File: src/rtl/wake_pkg.sv
// Package of constants and types for the wakeup control and status registers
`default_nettype none
package wake_pkg;
    localparam logic [15:0] OFS_WAKE_CONTROL = 16'h5800;
    localparam logic [15:0] OFS_WAKE_FILTER_ENABLE = 16'h5808;
    localparam logic [15:0] OFS_WAKE_STATUS = 16'h5810;
    localparam int ADDR_W = 16;
    // Wake control fields
    localparam int WC_APM_EN = 0;
    localparam int WC_SIG_EN = 1;
    localparam int WC_SIG_STAT = 2;
    localparam int WC_ASSERT_APM = 3;
    // Filter enable / status fields
    localparam int F_LINK = 0;
    localparam int F_MAGIC = 1;
    localparam int F_EXACT = 2;
    localparam int F_MCAST = 3;
    localparam int F_MNG = 8;
    localparam int F_IGNORE_MGMT = 15;
    localparam int F_FLEX_LO = 16;
    localparam int F_FLEX_HI = 19;
    // Writable / readable masks
    localparam logic [31:0] WFE_MASK = 32'h000f_80ff;
    localparam logic [31:0] WS_MASK = 32'h000f_01ff;
    localparam logic [31:0] FILT_MASK = 32'h000f_00ff;
    localparam logic [31:0] ZERO32 = 32'h0000_0000;

    typedef struct packed {
        logic [19:0] hits;
        logic mgmt_pass;
        logic mng_event;
    } match_t;

    typedef struct packed {
        logic power_on_reset_n;
        logic host_link_reset_pin_n;
        logic d3_to_d0;
        logic aux_supply_present;
        logic eeprom_load;
        logic smbus_enable;
    } pwr_evt_t;
endpackage : wake_pkg
`default_nettype wire

File: src/rtl/wakeup_control_status.sv
// Wakeup control, filter enable and status registers behind an APB slave
`default_nettype none
module wakeup_control_status (
    input wire logic clk_sys_i,
    input wire logic rst_i,
    input wire logic psel_i,
    input wire logic penable_i,
    input wire logic pwrite_i,
    input wire logic [wake_pkg::ADDR_W-1:0] paddr_i,
    input wire logic [31:0] pwdata_i,
    input wire logic [3:0] pstrb_i,
    output logic [31:0] prdata_o,
    output logic pready_o,
    output logic pslverr_o,
    input wire wake_pkg::match_t match_i,
    input wire logic match_valid_i,
    input wire wake_pkg::pwr_evt_t pwr_i,
    input wire logic apm_enable_load_i,
    input wire logic assert_apm_load_i,
    output logic wake_signal_enable_o,
    output logic wake_signal_status_o,
    output logic wake_pin_assert_o
);
    logic adv_pwr_mgmt_wake_enable_r;
    logic assert_wake_on_apm_r;
    logic wake_signal_enable_r;
    logic wake_signal_status_r;
    logic [31:0] wake_filter_enable_r;
    logic [31:0] wake_status_r;
    logic [31:0] prdata_r;
    logic pslverr_r;
    wake_pkg::pwr_evt_t pwr_q1_r;
    wake_pkg::pwr_evt_t pwr_q2_r;
    logic link_rst_prev_r;
    logic por_prev_r;
    logic wr_acc;
    logic rd_acc;
    logic sel_wc;
    logic sel_wfe;
    logic sel_ws;
    logic strb_ok;
    logic link_rise;
    logic wc_clear;
    logic por_active;
    logic por_release;
    logic [31:0] hits_en;
    logic [31:0] ws_set;
    logic [31:0] ws_clr;
    logic magic_hit;
    logic apm_wake;
    logic any_wake;
    logic [31:0] wdata_mask;

    assign wr_acc = psel_i && penable_i && pwrite_i;
    assign rd_acc = psel_i && penable_i && !pwrite_i;
    assign sel_wc = paddr_i == wake_pkg::OFS_WAKE_CONTROL;
    assign sel_wfe = paddr_i == wake_pkg::OFS_WAKE_FILTER_ENABLE;
    assign sel_ws = paddr_i == wake_pkg::OFS_WAKE_STATUS;
    // Full-word writes only; partial strobes would split shared bits
    assign strb_ok = &pstrb_i;
    assign wdata_mask = pwdata_i;

    // Power pins come from outside: two stages, no reset, so that a
    // normal reset never fakes a power-on or link release edge
    always_ff @(posedge clk_sys_i) begin
        pwr_q1_r <= pwr_i;
        pwr_q2_r <= pwr_q1_r;
        link_rst_prev_r <= pwr_q2_r.host_link_reset_pin_n;
        por_prev_r <= pwr_q2_r.power_on_reset_n;
    end
    assign por_active = !pwr_q2_r.power_on_reset_n;
    assign por_release = pwr_q2_r.power_on_reset_n && !por_prev_r;
    assign link_rise = pwr_q2_r.host_link_reset_pin_n && !link_rst_prev_r;

    assign wc_clear = !pwr_q2_r.aux_supply_present
        && (link_rise || pwr_q2_r.d3_to_d0);

    assign hits_en = {12'h000, match_i.hits} & wake_filter_enable_r
        & wake_pkg::FILT_MASK;
    assign magic_hit = match_valid_i && match_i.hits[wake_pkg::F_MAGIC]
        && adv_pwr_mgmt_wake_enable_r;

    always_comb begin
        ws_set = wake_pkg::ZERO32;
        if (match_valid_i) begin
            if (!(match_i.mgmt_pass
                    && wake_filter_enable_r[wake_pkg::F_IGNORE_MGMT])) begin
                ws_set = hits_en;
            end
            ws_set[wake_pkg::F_MNG] = match_i.mng_event;
        end
        // Magic status even without pin assertion
        if (magic_hit) begin
            ws_set[wake_pkg::F_MAGIC] = 1'b1;
        end
    end

    // APM magic wake sets wake status when assert bit set
    assign apm_wake = magic_hit && assert_wake_on_apm_r;
    assign any_wake = apm_wake
        || (match_valid_i && wake_signal_enable_r
            && |(ws_set & ~(32'h1 << wake_pkg::F_MAGIC)));

    // Remaining control bits on normal reset
    always_ff @(posedge clk_sys_i) begin
        if (rst_i || wc_clear) begin
            adv_pwr_mgmt_wake_enable_r <= 1'b0;
            assert_wake_on_apm_r <= 1'b0;
        end else if (apm_enable_load_i || assert_apm_load_i) begin
            adv_pwr_mgmt_wake_enable_r <= apm_enable_load_i;
            assert_wake_on_apm_r <= assert_apm_load_i;
        end else if (wr_acc && sel_wc && strb_ok) begin
            adv_pwr_mgmt_wake_enable_r <= wdata_mask[wake_pkg::WC_APM_EN];
            assert_wake_on_apm_r <= wdata_mask[wake_pkg::WC_ASSERT_APM];
        end
    end

    // Shared PM bits: power-on reset or link/D3 clear, not normal reset
    always_ff @(posedge clk_sys_i) begin
        if (por_active || wc_clear) begin
            wake_signal_enable_r <= 1'b0;
            wake_signal_status_r <= 1'b0;
        end else begin
            if (wr_acc && sel_wc && strb_ok) begin
                wake_signal_enable_r <= wdata_mask[wake_pkg::WC_SIG_EN];
            end
            // Write one clears; event wins over clear
            if (any_wake) begin
                wake_signal_status_r <= 1'b1;
            end else if (wr_acc && sel_wc && strb_ok
                    && wdata_mask[wake_pkg::WC_SIG_STAT]) begin
                wake_signal_status_r <= 1'b0;
            end
        end
    end

    // Enable register layout, reserved bits forced zero
    always_ff @(posedge clk_sys_i) begin
        if (rst_i) begin
            wake_filter_enable_r <= wake_pkg::ZERO32;
            wake_filter_enable_r[wake_pkg::F_IGNORE_MGMT] <=
                pwr_q2_r.smbus_enable;
        end else begin
            if (wr_acc && sel_wfe && strb_ok) begin
                wake_filter_enable_r <= pwdata_i & wake_pkg::WFE_MASK;
            end
            if (pwr_q2_r.eeprom_load) begin
                wake_filter_enable_r[wake_pkg::F_IGNORE_MGMT] <=
                    pwr_q2_r.smbus_enable;
            end
        end
    end

    assign ws_clr = (wr_acc && sel_ws && strb_ok)
        ? (pwdata_i & wake_pkg::WS_MASK) : wake_pkg::ZERO32;

    // Ignores normal reset; cleared on power-on release
    always_ff @(posedge clk_sys_i) begin
        if (por_release) begin
            wake_status_r <= wake_pkg::ZERO32;
        end else begin
            // Later packets keep setting; set beats clear
            wake_status_r <= ((wake_status_r & ~ws_clr) | ws_set)
                & wake_pkg::WS_MASK;
        end
    end

    always_ff @(posedge clk_sys_i) begin
        if (rst_i) begin
            prdata_r <= wake_pkg::ZERO32;
            pslverr_r <= 1'b0;
        end else if (psel_i && !penable_i) begin
            pslverr_r <= !(sel_wc || sel_wfe || sel_ws)
                || (pwrite_i && !strb_ok);
            prdata_r <= wake_pkg::ZERO32;
            if (sel_wc) begin
                prdata_r[wake_pkg::WC_APM_EN] <= adv_pwr_mgmt_wake_enable_r;
                prdata_r[wake_pkg::WC_SIG_EN] <= wake_signal_enable_r;
                prdata_r[wake_pkg::WC_SIG_STAT] <= wake_signal_status_r;
                prdata_r[wake_pkg::WC_ASSERT_APM] <= assert_wake_on_apm_r;
            end else if (sel_wfe) begin
                prdata_r <= wake_filter_enable_r;
            end else if (sel_ws) begin
                prdata_r <= wake_status_r;
            end
        end
    end

    assign pready_o = 1'b1;
    assign prdata_o = rd_acc ? prdata_r : wake_pkg::ZERO32;
    assign pslverr_o = psel_i && penable_i && pslverr_r;
    assign wake_signal_enable_o = wake_signal_enable_r;
    assign wake_signal_status_o = wake_signal_status_r;
    // Wake pin follows status while enabled, or APM assertion
    assign wake_pin_assert_o = wake_signal_status_r
        && (wake_signal_enable_r || assert_wake_on_apm_r);
endmodule : wakeup_control_status
`default_nettype wire

File: config.mk
export PLATFORM = sky130hd
export DESIGN_NAME = wakeup_control_status
export DESIGN_NICKNAME = d
export VERILOG_FILES = /design/src/rtl/wake_pkg.sv /design/src/rtl/wakeup_control_status.sv
export SDC_FILE = /design/constraint.sdc
export NUM_CORES = 1
export LEC_CHECK = 0
export ABC_AREA = 1
export BUFFER_PORTS_ARGS = -buffer_cell sky130_fd_sc_hd__buf_4
export CAP_MARGIN = 5
export CORE_ASPECT_RATIO = 0.7
export CORE_UTILIZATION = 47
export DETAILED_ROUTE_END_ITERATION = 10
export HOLD_SLACK_MARGIN = 0.12
export PLACE_DENSITY_LB_ADDON = 0.25
export SYNTH_ARGS = -nofsm -noshare
export SYNTH_HDL_FRONTEND = slang
export SYNTH_SLANG_ARGS = --single-unit
File: constraint.sdc
create_clock -name clk_sys_i -period 1.77 [get_ports clk_sys_i]
set_input_delay 0.2655 -clock clk_sys_i [delete_from_list [all_inputs] [get_ports clk_sys_i]]
set_output_delay 0.2655 -clock clk_sys_i [all_outputs]
set_load 0.005 [all_outputs]
==> results.json, run 1 <==
{
  "reg2reg_depth": 5,
  "dieWidth_um": 94.9,
  "cp-end-kind": "register",
  "post_drt_via_cell_ratio": 5.03,
  "initial_core_util": 0.491,
  "drc": 0,
  "ir_worst_vdd_v": 0.000617,
  "total_leakage_power_uw": 0.00149,
  "total_power_uw": 2770,
  "hold_class": "primary input to register",
  "area_growth_syn_to_layout_pct": 28.3,
  "fmax_mhz": 696,
  "synth_area_um2": 2840,
  "clockBufferDepth": 2,
  "grt_max_degree": 30,
  "antenna_left": 0,
  "crit_arrival_ps": 1660,
  "via_count": 2794,
  "rows": 23,
  "combPwrFrac": 0.088,
  "globalplace.congestion": 0.873,
  "wire_per_inst_um": 12.6,
  "drv_cap": 0,
  "seq_area_frac_synth": 0.419,
  "fin_crit_ps": 1440,
  "layout-drive-gt1-share": 0.244,
  "io_pins": 125,
  "timing.rr.end": "wake_status_r[7]",
  "p_per_area_nw_per_um2": 759,
  "nets": 565,
  "reg2reg_from": "wake_filter_enable_r[15]",
  "hold_viol": 0,
  "rsz0062_at_grt": "false",
  "totalWireLength_mm": 7.00,
  "intPower_uw": 2150,
  "fillers": 543,
  "critical_path_class": "register to register",
  "insertion_delay_ps": 340,
  "dr.first_iter.drc_count": 194,
  "cts_setup_buffers": 0,
  "final-seq-area_um2": 1190,
  "antenna_found_initial": 0,
  "fin_ws_ps": 333,
  "hold_end": "adv_pwr_mgmt_wake_enable_r",
  "required_ps": 1990,
  "hold_ws_ps": 201,
  "hold_path.startpoint": "apm_enable_load_i",
  "fin_skew_ps": 5.14,
  "first_pass_iters": 5,
  "h-tree-depth": 3,
  "fin_tns_setup_ps": 0,
  "outcome": "completed",
  "p_sw_uw": 617,
  "grt_pass1_vias": 2407,
  "cp-start-kind": "register",
  "multi_input_area_um2": 1290,
  "p_sw_frac": 0.223,
  "diodes": 0,
  "dp_slack_ps": 127,
  "hold_path_depth": 3,
  "grt_use_total": 0.231,
  "setup_viol": 0,
  "hpwl_mm": 5.07,
  "die-area_um2": 6370,
  "port_buffers": 79,
  "slew_violations": 0,
  "synthCells": 392,
  "cts_buffers": 9,
  "clockRootBuffer": "clkbuf_8",
  "period_share": 0.812,
  "cts_tree": "built",
  "cts_sinks": 59,
  "ys_ff_latch": 59,
  "yosys_warnings": 0,
  "path_max_fanout": 10,
  "grt-ovfl-total": 0,
  "seq_power_share": 0.496,
  "cts.clk_slew.worst_paths_ps": 60,
  "clock_power_share": 0.416,
  "synth.distinct_cells": 32,
  "grt_pass1_wl_mm": 10.8,
  "avgSynthCellArea_um2": 7.25,
  "reg2reg_slack_ps": 330,
  "die_y_um": 67.1,
  "core_um2": 5780
}
-- critical path, stage by stage (launching register included) --
cell and delay (ps):
edfxtp_1 370, nand2_1 110, nand2_1 220, clkinv_1 370, nand3_1 170, a21oi_1 80
-- metal layers --
layer	vias up	track usage	share of wire
li1	1406	-	-
met1	1245	0.280	0.44
met2	134	0.393	0.45
met3	9	0.0605	0.098
met4	0	0.0871	0.011
met5	-	0	0
-- cells in the final DEF (no fill, tap or decap), types with 7 or more instances in the layout --
cell type | netlist | layout
a21oi_1 | 46 | 46
buf_4 | 21 | 85
clkbuf_8 | 0 | 10
conb_1 | 2 | 19
dfxtp_1 | 58 | 58
inv_1 | 44 | 44
nand2_1 | 72 | 72
nand3_1 | 54 | 54
nor2_1 | 27 | 27
o21ai_0 | 15 | 15
o21ai_1 | 7 | 7
-- how the worst max path moves through the flow --
stage                                   startpoint                        to  slack (ps)  cells past startpoint
after detailed placement                paddr_i[8]   wake_filter_enable_r[2]         130                      8
final                     wake_filter_enable_r[15]          wake_status_r[7]         330                      5
after floorplan                         paddr_i[7]  wake_filter_enable_r[15]         420                      6
after global routing      wake_filter_enable_r[15]         wake_status_r[17]         240                      5
after global placement                  paddr_i[8]  wake_filter_enable_r[15]         150                      7
after CTS                 wake_filter_enable_r[15]          wake_status_r[5]         390                      5
-- cells by family (layout without fill, tap and decap cells) --
family | count (synthesis) | count (layout) | share of synthesized area
DFF | 59 | 59 | 0.419
buffers and inverters | 81 | 152 | 0.150
other | 2 | 19 | 0.00264
and+or+nand+nor | 175 | 175 | 0.288
AOI/OAI and AO/OA | 75 | 75 | 0.140
-- power groups by stage --
stage	logic, uW	clock network (uW)	registers (uW)
final	244	1150	1370
after global placement	227	0	1400
after detailed placement	231	0	1400
after global routing	269	1240	1370
after floorplan	120	0	1400
after CTS	243	1180	1370
-- cells in the mapped netlist, drive strengths merged --
master | n | area (um2)
dfxtp | 58 | 1160
o21a | 1 | 7.51
nand2 | 74 | 288
nand3b | 2 | 15.0
clkinv | 2 | 8.75
nand4 | 6 | 37.5
conb | 2 | 7.51
buf | 29 | 230
inv | 44 | 165
nand3 | 58 | 318
o21bai | 1 | 7.51
edfxtp | 1 | 30.0
or2 | 1 | 6.26
clkbuf | 6 | 22.5
a21oi | 49 | 257
nor2 | 34 | 155
a41oi | 1 | 8.76
a31oi | 1 | 6.26
o21ai | 22 | 110
-- sequential cells by signal, summed over array words and instances (netlist names) --
name and cells:
pslverr_r 1, wake_filter_enable_r 13, wake_signal_enable_o 1, assert_wake_on_apm_r 1
adv_pwr_mgmt_wake_enable_r 1, pwr_q2_r 6, wake_status_r 13, prdata_r 14
wake_signal_status_o 1, pwr_q1_r 6, link_rst_prev_r 1, por_prev_r 1
-- final cells by class --
cell class                 instances  share of cell area
multi-input combinational        269               0.353
timing repair buffer              92               0.197
inverter                          46              0.0477
clock buffer                      11              0.0388
tap                               75              0.0257
sequential                        59               0.327
clock inverter                     3              0.0110
-- through the flow --
step	utilization	std cells	cell area, um2
3_5_place_dp	0.589	535	3400
3_3_place_gp	0.589	535	3400
2_1_floorplan	-	409	2910
5_1_grt	0.630	555	3650
6_report	0.630	555	3650
4_1_cts	0.630	555	3650
-- repair_timing --
| item | in CTS | in global routing |
|---|---|---|
| resized for setup | 0 | 0 |
| hold endpoints to repair | 6 | 0 |
| hold buffers | 6 | 0 |
(Power assumes the default switching activity.)
==> run 2: changes to the inputs <==
==> constraint.sdc (replaced) <==
create_clock -name clk_sys_i -period 1.4 [get_ports clk_sys_i]
set_input_delay 0.21 -clock clk_sys_i [delete_from_list [all_inputs] [get_ports clk_sys_i]]
set_output_delay 0.21 -clock clk_sys_i [all_outputs]
set_load 0.005 [all_outputs]
==> run 2 against run 1 <==
Sequential power grew 26%. Utilization grew 2.1 points. Design area grew 3.3%. Power grew 30%. Global-route usage grew 0.56 points. Clock skew grew 5.8 ps. Sequential share of layout area shrank 1.0 points. First-iteration DRC count shrank 6.7%. Critical path type unchanged.
==> results.json, run 2 (synthesis results as in run 1) <==
{
  "layout-drive-gt1-share": 0.259,
  "crit_family": "simple AND/OR/NAND/NOR gates",
  "grt_pass1_vias": 2452,
  "antenna_found_initial": 0,
  "fillers": 529,
  "cp.depth": 9,
  "totalWireLength_mm": 7.05,
  "setup_viol": 0,
  "clockRootBuffer": "clkbuf_8",
  "initial_core_util": 0.491,
  "cp-start-kind": "register",
  "antenna_left": 0,
  "die-area_um2": 6370,
  "first_pass_iters": 5,
  "fin_crit_ps": 1280,
  "grtUsageMet3": 0.0890,
  "largestRegisters": "prdata_r: 14 flops, wake_filter_enable_r: 13 flops, wake_status_r: 13 flops",
  "layout_commonest_cell": "buf_4",
  "crit_arrival_ps": 1590,
  "diodes": 0,
  "drv_cap": 0,
  "cpMostUsedCell": "nand2_1",
  "gr-max-usage-layer": "met2",
  "cp-end-kind": "register",
  "path_max_fanout": 6,
  "area_growth_syn_to_layout_pct": 32.5,
  "period_share": 0.917,
  "cpMaxStageDelayCell": "edfxtp_1",
  "hold_ws_ps": 130,
  "place_inst": 543,
  "cts_sinks": 59,
  "outcome": "completed",
  "dr.first_iter.drc_count": 181,
  "p_per_area_nw_per_um2": 952,
  "cts.clk_slew.worst_paths_ps": 70,
  "grt-ovfl-total": 0,
  "regMostFlops": "prdata_r",
  "reg2reg_from": "wake_filter_enable_r[15]",
  "mostFrequentLayoutCells": "buf_4, nand2_1, dfxtp_1",
  "drc": 0,
  "crit_path_end": "wake_signal_status_o",
  "fin_skew_ps": 10.9,
  "grt_use_total": 0.237,
  "dieWidth_um": 94.9,
  "die_y_um": 67.1,
  "wire_per_inst_um": 12.5,
  "via_count": 2845,
  "core_um2": 5780,
  "clockBufferDepth": 2,
  "slew_violations": 0,
  "timing.rr.end": "wake_signal_status_o",
  "reg2reg_slack_ps": 120,
  "post_drt_via_cell_ratio": 5.03,
  "port_buffers": 79,
  "post-route-util": 0.651,
  "worst-path-buf-inv": 1,
  "nets": 574,
  "grt_max_degree": 27,
  "crit_path_start": "wake_filter_enable_r[15]",
  "met1_usage": 0.301,
  "cts_buffers": 9,
  "hold_class": "primary input to register",
  "grt_use_met2": 0.372,
  "rows": 23,
  "io_pins": 125,
  "fmax_mhz": 779,
  "reg2reg_depth": 9,
  "total_leakage_power_uw": 0.00154,
  "cts_tree": "built",
  "largest_register_ffs": 14,
  "h-tree-depth": 3,
  "stdcell_count": 566,
  "globalplace.congestion": 0.852,
  "required_ps": 1710,
  "critical_path_class": "register to register",
  "grt_pass1_wl_mm": 11.1,
  "insertion_delay_ps": 350,
  "hpwl_mm": 5.11,
  "total_power_uw": 3590,
  "worstPathCellList": "nand2_1, nand2_1, a21oi_1, nor2_1, nand3_1, nand2_1, nand3_1, nand2_1, inv_1",
  "hold_viol": 0,
  "rsz0062_at_grt": "false",
  "ir_worst_vdd_v": 0.000809,
  "critPathMaxStageDelay_ps": 410
}
-- run 2: cell types whose count changed in the layout (fill, tap and decap cells not counted) --
cell / delta
buf_4: +5
buf_12: +3
clkinvlp_4: +2
clkbuf_8: -1
clkinv_2: -1
clkinv_4: +1
dlygate4sd3_1: +1
inv_4: +1
-- run 2: routing by layer --
metal	part of all wire	routed length, um
met1	0.45	3200
met2	0.43	3040
met3	0.10	737
met4	0.010	72
met5	0	0
-- run 2: per-stage QoR --
step | area, um2 | setup slack (ps) | setup TNS [ps]
after detailed placement | 3500 | -95.6 | -1400
after global placement | 3500 | -98.9 | -1310
after floorplan | 2910 | 108 | 0
after CTS | 3760 | 138 | 0
after global routing | 3760 | 30.7 | 0
final | 3760 | 117 | 0
-- run 2: timing repair --
action	4_1_cts	5_1_grt
hold buffers	7	0
endpoints found under the hold margin	9	0
endpoints found under the setup margin	0	0
resized for setup	0	0
setup buffers	0	0
-- run 2: worst min path at each step --
stage                            from                   end  slack, ps  cells past startpoint
floorplan                    pwr_i[0]           pwr_q1_r[0]        240                      0
global placement          pwr_q1_r[1]           pwr_q2_r[1]        310                      0
detailed placement        pwr_q1_r[4]           pwr_q2_r[4]        310                      0
CTS                 assert_apm_load_i  assert_wake_on_apm_r        120                      3
global route               match_i[8]      wake_status_r[6]        120                      3
finish              assert_apm_load_i  assert_wake_on_apm_r        130                      3
-- run 2: area by class of cell --
class,instances,area [um2],area share
multi-input combinational,269,1290,0.342
clock buffer,10,128,0.0339
sequential,59,1190,0.316
tap,75,93.8,0.0249
clock inverter,6,65.1,0.0173
timing repair buffer,101,826,0.219
inverter,46,174,0.0462
-- run 2: tightest hold or removal path, cell delays in order --
cell and delay [ps]:
buf_4 110, inv_1 60, a21oi_1 60
-- run 2: where the power goes --
part           switching [uW]  internal [uW]  total (uW)
sequential               15.1           1720        1730
clock                     708            821        1530
combinational             154            168         322
==> run 3: changes to the inputs <==
--- a/config.mk
+++ b/config.mk
@@ -13,6 +13,8 @@
 export DETAILED_ROUTE_END_ITERATION = 10
 export HOLD_SLACK_MARGIN = 0.12
 export PLACE_DENSITY_LB_ADDON = 0.25
+export REMOVE_ABC_BUFFERS = 1
+export SETUP_SLACK_MARGIN = 0.3
 export SYNTH_ARGS = -nofsm -noshare
 export SYNTH_HDL_FRONTEND = slang
 export SYNTH_SLANG_ARGS = --single-unit
==> run 3 against run 2 <==
Utilization rose by 12 points. Clock power rose by 14%. Die area stayed put. Combinational power increased by 26%. Sequential power barely moved. Register-to-register slack lost 40 ps. Critical endpoint unchanged.
==> results.json, run 3 (synthesis results as in run 1) <==
{
  "via_count": 3258,
  "p_sw_uw": 906,
  "first_pass_iters": 6,
  "die_y_um": 67.1,
  "globalplace.congestion": 0.846,
  "fillers": 401,
  "area_growth_syn_to_layout_pct": 57.5,
  "dieWidth_um": 94.9,
  "p_per_area_nw_per_um2": 867,
  "hold_viol": 0,
  "antenna_found_initial": 0,
  "antenna_left": 0,
  "p_sw_frac": 0.234,
  "post-route-util": 0.774,
  "seq_power_share": 0.447,
  "drc": 0,
  "rows": 23,
  "dr.first_iter.drc_count": 381,
  "cp-start-kind": "register",
  "largest_register_ffs": 14,
  "total_leakage_power_uw": 0.00177,
  "insertion_delay_ps": 350,
  "layout_commonest_cell": "buf_4",
  "fin_crit_ps": 1320,
  "regMostFlops": "prdata_r",
  "tightest_slew_ps": 546,
  "h-tree-depth": 3,
  "core_um2": 5780,
  "initial_core_util": 0.491,
  "intPower_uw": 2970,
  "ir_worst_vdd_v": 0.000685,
  "hold_ws_ps": 141,
  "hpwl_mm": 5.30,
  "clockRootBuffer": "clkbuf_8",
  "die-area_um2": 6370,
  "outcome": "completed",
  "hold_path_depth": 3,
  "post_drt_via_cell_ratio": 5.51,
  "wire_per_inst_um": 16.3,
  "grt_pass1_vias": 2578,
  "cts_buffers": 9,
  "rsz0062_at_grt": "true",
  "cts_sinks": 59,
  "io_pins": 125,
  "grt_pass1_wl_mm": 12.2,
  "grt_max_degree": 17,
  "setup_viol": 0,
  "total_power_uw": 3880,
  "worst_slew_margin_rel": 0.636,
  "stdcell_count": 591,
  "drv_cap": 0,
  "slew_violations": 0,
  "path_max_fanout": 6,
  "fmax_mhz": 755,
  "diodes": 0,
  "grt_use_total": 0.262,
  "fin_skew_ps": 6.55,
  "fin_tns_setup_ps": 0,
  "clock_power_share": 0.448,
  "required_ps": 1690,
  "clockBufferDepth": 2,
  "combPwrFrac": 0.105,
  "critical_path_class": "register to register",
  "reg2reg_depth": 9,
  "hold_class": "primary input to register",
  "port_buffers": 79,
  "cts.clk_slew.worst_paths_ps": 70,
  "totalWireLength_mm": 9.64,
  "layout-drive-gt1-share": 0.461,
  "period_share": 0.946,
  "largestRegisters": "prdata_r: 14 flops, wake_filter_enable_r: 13 flops, wake_status_r: 13 flops",
  "nets": 599,
  "cp-end-kind": "register",
  "mostFrequentLayoutCells": "buf_4, nand2_1, dfxtp_1",
  "crit_arrival_ps": 1610,
  "cts_tree": "built",
  "place_inst": 545,
  "grt-ovfl-total": 0
}
-- run 3: changes by cell type in the layout (fill, tap and decap cells not counted), moves of 11 or more --
| cell | delta |
|---|---|
| a21oi_1 | -11 |
| a21oi_2 | +11 |
| buf_6 | +16 |
| dfxtp_1 | -17 |
| dfxtp_2 | +16 |
| nand3_1 | -22 |
| nand3_2 | +18 |
| nor2_1 | -14 |
-- run 3: final cells by class --
cell class / count / area [um2] / share of cell area
well taps: 75 / 93.8 / 0.0210
flip-flops and latches: 59 / 1210 / 0.272
multi-input cells: 273 / 1680 / 0.375
clock inverters: 4 / 73.8 / 0.0165
repair inverters: 1 / 8.76 / 0.00196
clock buffers: 12 / 145 / 0.0324
inverters: 46 / 185 / 0.0414
repair buffers: 121 / 1070 / 0.240
-- run 3: timing repair --
action,in CTS,in global routing
cloned,2,5
buffers inserted,9,6
endpoints found under the hold margin,13,0
setup endpoints to repair,43,58
pin swaps,23,44
hold buffers,8,0
resized for setup,42,96
-- run 3: power groups by stage --
stage,Clock (uW),Sequential [uW],Combinational (uW)
floorplan,0,1770,99.3
global route,1830,1740,437
CTS,1740,1730,350
detailed placement,0,1770,307
finish,1740,1730,407
global placement,0,1770,301
-- run 3: critical path: stages (launching register included) --
cell and delay (ps):
edfxtp_1 450, nand2_2 140, nand2_4 90, a21oi_1 200
nor2_1 90, nand3_2 80, nand2_1 50, nand3_1 70
nand2_1 50, inv_1 50
-- run 3: routing by layer --
layer | GRT usage | up-vias | part of all wire
li1 | - | 1488 | -
met4 | 0.0720 | 0 | 0.023
met3 | 0.0788 | 26 | 0.12
met1 | 0.355 | 1494 | 0.40
met5 | 0 | - | 0
met2 | 0.403 | 250 | 0.46
-- run 3: path summary, 6_finish.rpt --
| path | from | endpoint | slack (ps) |
|---|---|---|---|
| worst min register to register | pwr_q1_r[1] | pwr_q2_r[1] | 330 |
| worst min-delay path | pwdata_i[4] | wake_filter_enable_r[4] | 140 |
| worst max register to register | wake_filter_enable_r[15] | wake_signal_status_o | 80 |
| worst max-delay path | wake_filter_enable_r[15] | wake_signal_status_o | 80 |
-- run 3: stage by stage --
stage	area, um2	setup WS [ps]
after floorplan	2650	-477
after global placement	3500	-88.7
after detailed placement	3500	-124
after CTS	3990	131
after global routing	4470	-6.12
final	4470	76.2
